[src/hdl/cpm_cfg.svh]
`ifndef CPM_CFG_SVH
`define CPM_CFG_SVH
// Overview of operation
// Thirteen-bit prescaler advances once per system clock.
// Reset clears prescaler; counting starts on release.
// Standby and subsleep stop and clear prescaler.
// Prescaler value is never visible to software.
// Prescaler taps give system clock /2 to /8192.
// Each peripheral picks its own tap independently.
// Active/sleep system clock is divided oscillator clock.
// Divide field 0XX,/8,/16,/32,/64; applied at SLEEP.
// Active mode clocks CPU and all peripherals.
// Sleep mode halts CPU, peripherals keep running.
// Standby halts CPU and all peripherals.
// Subsleep halts everything and holds port outputs.
// Each peripheral can be halted on its own.
// Standby select: SLEEP enters sleep or standby.
// Wait field sets standby wake-up stabilisation time.
// Software picks wait of 6.5 ms or more.
// Low four control bits read zero, ignore writes.
// Standby wake restarts clock, counts wait, releases.
// Interrupt in sleep returns to active mode.

// Register offsets on the software port.
`define CPM_ADDR_W       4
`define CPM_OFF_PMC      4'h0
`define CPM_OFF_PMC2     4'h1
`define CPM_OFF_HALT1    4'h2
`define CPM_OFF_HALT2    4'h3
`define CPM_OFF_TSEL0    4'h4
`define CPM_OFF_STAT     4'h8

// Field positions.
`define CPM_PMC_STANDBY_SELECT_BIT 7
`define CPM_PMC_WAIT_MSB 6
`define CPM_PMC_WAIT_LSB 4
`define CPM_PMC2_DIV_MSB 4
`define CPM_PMC2_DIV_LSB 2

// Reset values.
`define CPM_PMC_RST      8'h00
`define CPM_PMC2_RST     8'h00
`define CPM_HALT_RST     8'h00
`define CPM_TSEL_RST     4'h0
`define CPM_DIV_RST      3'h0
`define CPM_PRE_RST      13'h0000

// Prescaler and divider widths and terminal counts.
`define CPM_PRE_W        13
`define CPM_DIV_W        6
`define CPM_DIV8_LAST    6'h07
`define CPM_DIV16_LAST   6'h0f
`define CPM_DIV32_LAST   6'h1f
`define CPM_DIV64_LAST   6'h3f

// Standby wake-up wait, in system clock states.
`define CPM_WAIT_W       18
`define CPM_WAIT_0       18'h02000
`define CPM_WAIT_1       18'h04000
`define CPM_WAIT_2       18'h08000
`define CPM_WAIT_3       18'h10000
`define CPM_WAIT_4       18'h20000
`define CPM_WAIT_5       18'h00400
`define CPM_WAIT_6       18'h00080
`define CPM_WAIT_7       18'h00010

`endif

[src/hdl/cpm_pkg.sv]
package cpm_pkg;

   typedef enum logic [2:0] {
      CPM_ACTIVE   = 3'b000,
      CPM_SLEEP    = 3'b001,
      CPM_STANDBY  = 3'b010,
      CPM_SUBSLEEP = 3'b011,
      CPM_WAKE     = 3'b100
   } cpm_mode_e;

   typedef logic [7:0] cpm_byte_t;

endpackage

[src/hdl/cpm_tick_if.sv]
`timescale 1ns/1ps
interface cpm_tick_if #(parameter int PW = 13);
   logic          phi_en;
   logic          clr;
   logic [PW:1]   taps;

   modport drv (output phi_en, output clr, input taps);
   modport pre (input phi_en, input clr, output taps);
endinterface

[src/hdl/cpm_prescaler.sv]
`timescale 1ns/1ps
`include "cpm_cfg.svh"
module cpm_prescaler
   import cpm_pkg::*;
(
   input wire logic  sys_clk,
   input wire logic  rst_n,
   cpm_tick_if.pre   tk
);

   logic [`CPM_PRE_W-1:0] cnt_q;

   // The count stays internal; only tap strobes leave this module.
   always_ff @(posedge sys_clk) begin
      if (!rst_n || tk.clr) begin // see
         cnt_q <= `CPM_PRE_RST;
      end else if (tk.phi_en) begin
         cnt_q <= cnt_q + 1'b1;
      end
   end

   // Tap k strobes once every 2**k system clock states.
   for (genvar k = 1; k <= `CPM_PRE_W; k++) begin : g_tap
      assign tk.taps[k] = tk.phi_en && (&cnt_q[k-1:0]);
   end
endmodule

[src/hdl/cpm_wait_timer.sv]
`timescale 1ns/1ps
module cpm_wait_timer #(
   parameter int W = 18
) (
   input  wire logic          sys_clk,
   input  wire logic          rst_n,
   input  wire logic          start,
   input  wire logic [W-1:0]  load,
   input  wire logic          tick,
   output logic               busy,
   output logic               done
);

   logic [W-1:0] rem_q;

   // Counts exactly load ticks after start, then pulses done.
   always_ff @(posedge sys_clk) begin
      if (!rst_n) begin
         rem_q <= '0;
      end else if (start) begin
         rem_q <= load;
      end else if (busy && tick) begin
         rem_q <= rem_q - 1'b1;
      end
   end

   assign busy = (rem_q != '0);
   assign done = busy && tick && (rem_q == W'(1));

endmodule

[src/hdl/cpm_top.sv]
`timescale 1ns/1ps
`include "cpm_cfg.svh"
module cpm_top
   import cpm_pkg::*;
#(
   parameter int                N_PERIPH = 4,
   parameter logic [`CPM_WAIT_W-1:0] ST_WAIT_0 = `CPM_WAIT_0,
   parameter logic [`CPM_WAIT_W-1:0] ST_WAIT_1 = `CPM_WAIT_1,
   parameter logic [`CPM_WAIT_W-1:0] ST_WAIT_2 = `CPM_WAIT_2,
   parameter logic [`CPM_WAIT_W-1:0] ST_WAIT_3 = `CPM_WAIT_3,
   parameter logic [`CPM_WAIT_W-1:0] ST_WAIT_4 = `CPM_WAIT_4
) (
   input  wire logic                    sys_clk,
   input  wire logic                    rst_n,
   input  wire logic [`CPM_ADDR_W-1:0]  reg_addr,
   input  wire logic [7:0]              reg_wdata,
   input  wire logic                    reg_we,
   input  wire logic                    reg_re,
   output logic [7:0]                   reg_rdata_q,
   input  wire logic                    sleep_req,
   input  wire logic                    subsleep_req,
   input  wire logic                    irq_wake,
   output logic                         phi_en_q,
   output logic                         cpu_halt_q,
   output logic [15:0]                  periph_halt_q,
   output logic [N_PERIPH-1:0]          periph_tick_q,
   output logic                         port_hold_q,
   output logic [2:0]                   mode_out_q
);

   ////////////////////////////////////////////////////////////////////////////////
   // Registers.

   cpm_byte_t                  pmc_q;
   cpm_byte_t                  pmc2_q;
   logic [15:0]                halt_q;
   logic [3:0]                 tsel_q [N_PERIPH];
   logic [2:0]                 div_act_q;
   cpm_mode_e                  mode_q;
   logic [`CPM_DIV_W-1:0]      div_cnt_q;
   logic [`CPM_DIV_W-1:0]      div_last;
   logic                       clk_run;
   logic                       mode_halt;
   logic                       wt_start;
   logic                       wt_done;
   logic                       wt_busy;
   logic [`CPM_WAIT_W-1:0]     wt_load;
   logic [15:0]                tap_vec;
   logic [2:0]                 wait_sel;

   cpm_tick_if #(.PW(`CPM_PRE_W)) tk ();

   assign wait_sel = pmc_q[`CPM_PMC_WAIT_MSB:`CPM_PMC_WAIT_LSB];

   always_ff @(posedge sys_clk) begin
      if (!rst_n) begin
         pmc_q  <= `CPM_PMC_RST;
         pmc2_q <= `CPM_PMC2_RST;
         halt_q <= {`CPM_HALT_RST, `CPM_HALT_RST};
      end else if (reg_we) begin
         case (reg_addr)
            `CPM_OFF_PMC: begin
               pmc_q <= {reg_wdata[7:4], 4'h0};
            end
            `CPM_OFF_PMC2: begin
               pmc2_q <= {3'h0, reg_wdata[`CPM_PMC2_DIV_MSB:`CPM_PMC2_DIV_LSB], 2'h0};
            end
            `CPM_OFF_HALT1: begin
               halt_q[7:0] <= reg_wdata;
            end
            `CPM_OFF_HALT2: begin
               halt_q[15:8] <= reg_wdata;
            end
            default: begin
            end
         endcase
      end
   end

   // Each peripheral owns a tap selector: 0 off, 1..13 picks /2 to /8192.
   for (genvar i = 0; i < N_PERIPH; i++) begin : g_tsel
      always_ff @(posedge sys_clk) begin
         if (!rst_n) begin
            tsel_q[i] <= `CPM_TSEL_RST;
         end else if (reg_we && reg_addr == `CPM_OFF_TSEL0 + `CPM_ADDR_W'(i)) begin
            tsel_q[i] <= reg_wdata[3:0];
         end
      end
   end

   // Reads answer in the next cycle; unmapped offsets read zero.
   always_ff @(posedge sys_clk) begin
      if (!rst_n) begin
         reg_rdata_q <= 8'h00;
      end else if (reg_re) begin
         reg_rdata_q <= 8'h00;
         case (reg_addr)
            `CPM_OFF_PMC:   reg_rdata_q <= {pmc_q[7:4], 4'h0};
            `CPM_OFF_PMC2:  reg_rdata_q <= pmc2_q;
            `CPM_OFF_HALT1: reg_rdata_q <= halt_q[7:0];
            `CPM_OFF_HALT2: reg_rdata_q <= halt_q[15:8];
            `CPM_OFF_STAT:  reg_rdata_q <= {1'b0, mode_q, 1'b0, div_act_q};
            default: begin
               for (int j = 0; j < N_PERIPH; j++) begin
                  if (reg_addr == `CPM_OFF_TSEL0 + `CPM_ADDR_W'(j)) begin
                     reg_rdata_q <= {4'h0, tsel_q[j]};
                  end
               end
            end
         endcase
      end
   end

   ////////////////////////////////////////////////////////////////////////////////
   // Power mode sequencing.

   always_ff @(posedge sys_clk) begin
      if (!rst_n) begin
         mode_q <= CPM_ACTIVE;
      end else begin
         case (mode_q)
            CPM_ACTIVE: begin
               if (subsleep_req) begin
                  mode_q <= CPM_SUBSLEEP;
               end else if (sleep_req) begin
                  mode_q <= pmc_q[`CPM_PMC_STANDBY_SELECT_BIT] ? CPM_STANDBY : CPM_SLEEP;
               end
            end
            CPM_SLEEP: begin
               if (irq_wake) begin
                  mode_q <= CPM_ACTIVE;
               end
            end
            CPM_STANDBY, CPM_SUBSLEEP: begin
               if (irq_wake) begin
                  mode_q <= CPM_WAKE;
               end
            end
            CPM_WAKE: begin
               if (wt_done) begin
                  mode_q <= CPM_ACTIVE;
               end
            end
            default: begin
               mode_q <= CPM_ACTIVE;
            end
         endcase
      end
   end

   // A new divide setting is only adopted when SLEEP executes.
   always_ff @(posedge sys_clk) begin
      if (!rst_n) begin
         div_act_q <= `CPM_DIV_RST;
      end else if (mode_q == CPM_ACTIVE && sleep_req) begin
         div_act_q <= pmc2_q[`CPM_PMC2_DIV_MSB:`CPM_PMC2_DIV_LSB];
      end
   end

   ////////////////////////////////////////////////////////////////////////////////
   // System clock enable from the oscillator divider.

   assign clk_run = (mode_q != CPM_STANDBY) && (mode_q != CPM_SUBSLEEP);

   always_comb begin
      case (div_act_q)
         3'b100:  div_last = `CPM_DIV8_LAST;
         3'b101:  div_last = `CPM_DIV16_LAST;
         3'b110:  div_last = `CPM_DIV32_LAST;
         3'b111:  div_last = `CPM_DIV64_LAST;
         default: div_last = '0;
      endcase
   end

   always_ff @(posedge sys_clk) begin
      if (!rst_n || !clk_run || div_cnt_q >= div_last) begin
         div_cnt_q <= '0;
      end else begin
         div_cnt_q <= div_cnt_q + 1'b1;
      end
   end

   always_ff @(posedge sys_clk) begin
      if (!rst_n) begin
         phi_en_q <= 1'b0;
      end else begin
         phi_en_q <= clk_run && (div_cnt_q >= div_last);
      end
   end

   assign tk.phi_en = phi_en_q && clk_run;
   assign tk.clr    = !clk_run;

   cpm_prescaler u_pre (
      .sys_clk (sys_clk),
      .rst_n   (rst_n),
      .tk      (tk)
   );

   ////////////////////////////////////////////////////////////////////////////////
   // Standby wake-up wait.

   assign wt_start = irq_wake && !clk_run;

   always_comb begin
      case (wait_sel)
         3'h0:    wt_load = ST_WAIT_0;
         3'h1:    wt_load = ST_WAIT_1;
         3'h2:    wt_load = ST_WAIT_2;
         3'h3:    wt_load = ST_WAIT_3;
         3'h4:    wt_load = ST_WAIT_4;
         3'h5:    wt_load = `CPM_WAIT_5;
         3'h6:    wt_load = `CPM_WAIT_6;
         default: wt_load = `CPM_WAIT_7;
      endcase
   end

   cpm_wait_timer #(.W(`CPM_WAIT_W)) u_wait (
      .sys_clk (sys_clk),
      .rst_n   (rst_n),
      .start   (wt_start),
      .load    (wt_load),
      .tick    (phi_en_q),
      .busy    (wt_busy),
      .done    (wt_done)
   );

   ////////////////////////////////////////////////////////////////////////////////
   // Halt, hold and peripheral tick outputs.

   assign mode_halt = !clk_run || (mode_q == CPM_WAKE); // see
   assign tap_vec   = {2'h0, tk.taps, 1'b0};

   always_ff @(posedge sys_clk) begin
      if (!rst_n) begin
         cpu_halt_q    <= 1'b0;
         periph_halt_q <= 16'h0000;
         port_hold_q   <= 1'b0;
         mode_out_q    <= CPM_ACTIVE;
      end else begin
         cpu_halt_q    <= (mode_q != CPM_ACTIVE); // see
         periph_halt_q <= halt_q | {16{mode_halt}};
         port_hold_q   <= (mode_q == CPM_SUBSLEEP);
         mode_out_q    <= mode_q;
      end
   end

   for (genvar i = 0; i < N_PERIPH; i++) begin : g_tick
      always_ff @(posedge sys_clk) begin
         if (!rst_n) begin
            periph_tick_q[i] <= 1'b0;
         end else begin
            periph_tick_q[i] <= !halt_q[i] && tap_vec[tsel_q[i]]; // see
         end
      end
   end
endmodule

[config.mk]
export PLATFORM = sky130hd
export DESIGN_NAME = cpm_top
export DESIGN_NICKNAME = d
export VERILOG_FILES = /design/src/hdl/cpm_pkg.sv /design/src/hdl/cpm_tick_if.sv /design/src/hdl/cpm_prescaler.sv /design/src/hdl/cpm_wait_timer.sv /design/src/hdl/cpm_top.sv
export VERILOG_INCLUDE_DIRS = /design/src /design/src/hdl
export SDC_FILE = /design/constraint.sdc
export NUM_CORES = 1
export LEC_CHECK = 0
export BUFFER_PORTS_ARGS = -buffer_cell sky130_fd_sc_hd__buf_4
export CORE_ASPECT_RATIO = 0.6
export CORE_MARGIN = 1
export CORE_UTILIZATION = 40
export DETAILED_ROUTE_END_ITERATION = 12
export PLACE_DENSITY_LB_ADDON = 0.08
export RECOVER_POWER = 25
export REMOVE_ABC_BUFFERS = 1
export SYNTH_ARGS = -nofsm -noshare
export SYNTH_HDL_FRONTEND = slang
export SYNTH_SLANG_ARGS = --single-unit
[constraint.sdc]
create_clock -name sys_clk -period 3.1 [get_ports sys_clk]
set_input_delay 0.465 -clock sys_clk [delete_from_list [all_inputs] [get_ports sys_clk]]
set_output_delay 0.465 -clock sys_clk [all_outputs]
set_load 0.01 [all_outputs]
==> flow_summary.ini <==
[timing]
period_share_pct = 83.5
maxSlewViolCount = 0
fin_crit_ns = 2.59
setup_violations = 0
worst_pin_slew_ns = 1.23
rsz0062_at_grt = false
skew_ns = 0.00839
finalHoldViolations = 0
finalSetupTns_ns = 0
fmax_ghz = 0.386
slew_headroom_pct = 17.7

[setup_path]
critPathTopFamily = simple AND/OR/NAND/NOR gates
crit_buf_inv = 0
cp_slowest_cell = or4b_1
crit_fanout = 8
worst_ep_required_time_ns = 3.40
critical_path_class = reg2reg
critical-path-max-stage-delay_ns = 0.59
worstPathArrival_ns = 2.89
cp-start-kind = flop
crit_chain = ha_1, nand3_1, nor3_1, nand4_1, or4b_1, a311oi_1
crit_path_end_kind = flop

[route]
drtPass1Iterations = 5
wl_per_cell_um = 18.2
vias = 4938
via_per_inst = 5.52
drcViolationCount = 0
drtAntennaViolNets = 0
drtIter0Drc = 334
wl_mm = 16.2

[floorplanning]
die_h_um = 95.3
start_util_pct = 41.7
dieArea_sq_mm = 0.0150
core_area_sq_mm = 0.0139
die_w_um = 157
io_pins = 53
rows = 33

[global_route]
use_met2_pct = 31.1
grtUsageTotal_pct = 23.2
busiest_layer = met1
grt_pass1_wl_mm = 26.0
grt_overflow = 0
grt_max_degree = 44
grt_antenna_before_repair = 0
use_met1_pct = 35.3
met3_usage_pct = 6.82
grt_pass1_vias = 4674

[logic_synthesis]
netlist.area_leader.share_pct = 34.5
ys_ff_latch = 116
yosys-top-cells-area = dfxtp_1 35%, edfxtp_1 8.3%, nor2_1 6.0%, mux2i_1 4.7%, a21oi_1 2.9%
synth_edf_count = 16
synth_top_area_cell = dfxtp_1
synth_cells = 654
seq_area_frac_synth_pct = 42.8
synth-async-reset-ratio_pct = 0
avgSynthCellArea_sq_um = 8.87
yosysUniqueCellTypes = 69
ys_warn_count = 0
synth_ff_type = dfxtp_1
netlist_area_sq_mm = 0.00580

[cells_and_area]
layout_common_cells = 100 x dfxtp_1, 92 x nor2_1, 34 x a21oi_1, 34 x clkbuf_1, 33 x nand2_1
drive_gt1_share_pct = 10.8
final_nets = 721
final_common_cell = dfxtp_1
areaGrowthSynthToFinish_pct = 15.3
antennaDiodeCount = 0

[placed_design]
port_buffers = 52
gp_congestion = 0.889
dp_hpwl_mm = 11.5

[clocking]
clk_latency_ns = 0.41
cts_tree = built
numCtsBuffers = 17
hold_buffers = 0
path_clk_slew_ns = 0.06
cts_resized = 0
cts_buffer_depth = 2
htree_levels = 4
cts_root_buf = clkbuf_16
cts.sinks = 116
post_cts_buffers = 0

[run_status]
outcome = completed

[pwr]
power_mw = 4.91
powerDensity_mw_per_mm2 = 733
peakVddDrop_uv = 377
p_leak_nw = 2.51

[min_path]
min-delay-path-class = in2reg

[flow_run]
cap_violations = 0
## path summary, 6_finish.rpt
path | slack, ns | end | cells past startpoint | start
setup / recovery | 0.51 | periph_tick_q[1] | 6 | u_pre.cnt_q[0]
hold / removal | 0.32 | halt_q[15] | 3 | reg_wdata[7]
setup reg to reg | 0.51 | periph_tick_q[1] | 6 | u_pre.cnt_q[0]
hold reg to reg | 0.48 | reg_rdata_q[1] | 2 | reg_rdata_q[1]
## per-stage QoR
step | setup slack (ns) | hold slack (ns) | area [sq um] | cells | util [%]
after floorplan | 0.925 | 0.442 | 5610 | 612 | -
after global placement | 0.764 | 0.463 | 6280 | 862 | 45.1
after detailed placement | 0.600 | 0.470 | 6280 | 862 | 45.1
after CTS | 0.553 | 0.314 | 6820 | 894 | 49.0
after global routing | 0.348 | 0.324 | 6690 | 894 | 48.1
final | 0.512 | 0.325 | 6690 | 894 | 48.1
## state kept, by name (all words and copies together), names as in the netlist
name	cells
pmc2_q	3
port_hold_q	1
pmc_q	4
phi_en_q	1
mode_q	3
u_pre.cnt_q	13
u_wait.rem_q	18
periph_tick_q	4
cpu_halt_q	1
halt_q	16
div_act_q	3
mode_out_q	3
div_cnt_q	6
reg_rdata_q	8
tsel_q	16
periph_halt_q	16
## worst reg2reg max path, stage by stage (launching register included)
cell and delay [ns]:
dfxtp_1 0.50, ha_1 0.31, nand3_1 0.13, nor3_1 0.27
nand4_1 0.34, or4b_1 0.59, a311oi_1 0.34
## synth_stat cells, types with 3 or more instances
library cell	instances
nand2b_1	12
o221ai_1	5
a31oi_1	8
xor2_1	18
nand3b_1	7
a2111oi_0	3
clkbuf_1	34
or3_1	5
nand4_1	10
mux2_2	8
a21boi_0	3
edfxtp_1	16
nor2_1	92
inv_1	20
o211ai_1	7
o211a_1	3
xnor2_1	6
nand2_1	33
o21ai_0	19
mux2i_1	27
nor2b_1	13
a211oi_1	5
or4_1	5
a21oi_1	34
o22ai_1	6
ha_1	13
buf_2	4
and3_1	4
dfxtp_1	100
or4b_1	3
and2_1	23
nor4_1	4
o2111ai_1	4
nand3_1	32
nor3_1	20
## routing by layer
layer	vias to the layer above	wire, um
met5	-	0
met4	0	140
met3	15	980
met2	133	6270
met1	2368	8840
li1	2422	-
## area by class of cell
cell class / count / area [sq um]
inverters: 21 / 78.8
clock buffers: 18 / 429
well taps: 192 / 240
multi-input cells: 475 / 3040
flip-flops and latches: 116 / 2480
clock inverters: 14 / 105
fillers: 1384 / 7230
repair buffers: 58 / 309
## logic make-up after synthesis
family                     count (synthesis)  synth area share (%)
DFF                                      116                  42.8
and+or+nand+nor                          277                  24.6
buffers and inverters                     63                  4.74
xor gates and xnor gates                  24                  3.62
muxes                                     37                  6.99
AOI/OAI and AO/OA                        124                  14.5
adders and majority gates                 13                  2.80
## report_power, final
part           switching (mW)  leakage, nW  internal, mW
Clock                   0.751        0.266          1.03
Sequential              0.180        0.966          1.68
Combinational           0.795         1.28         0.471
Power figures use the tool's default switching activity.
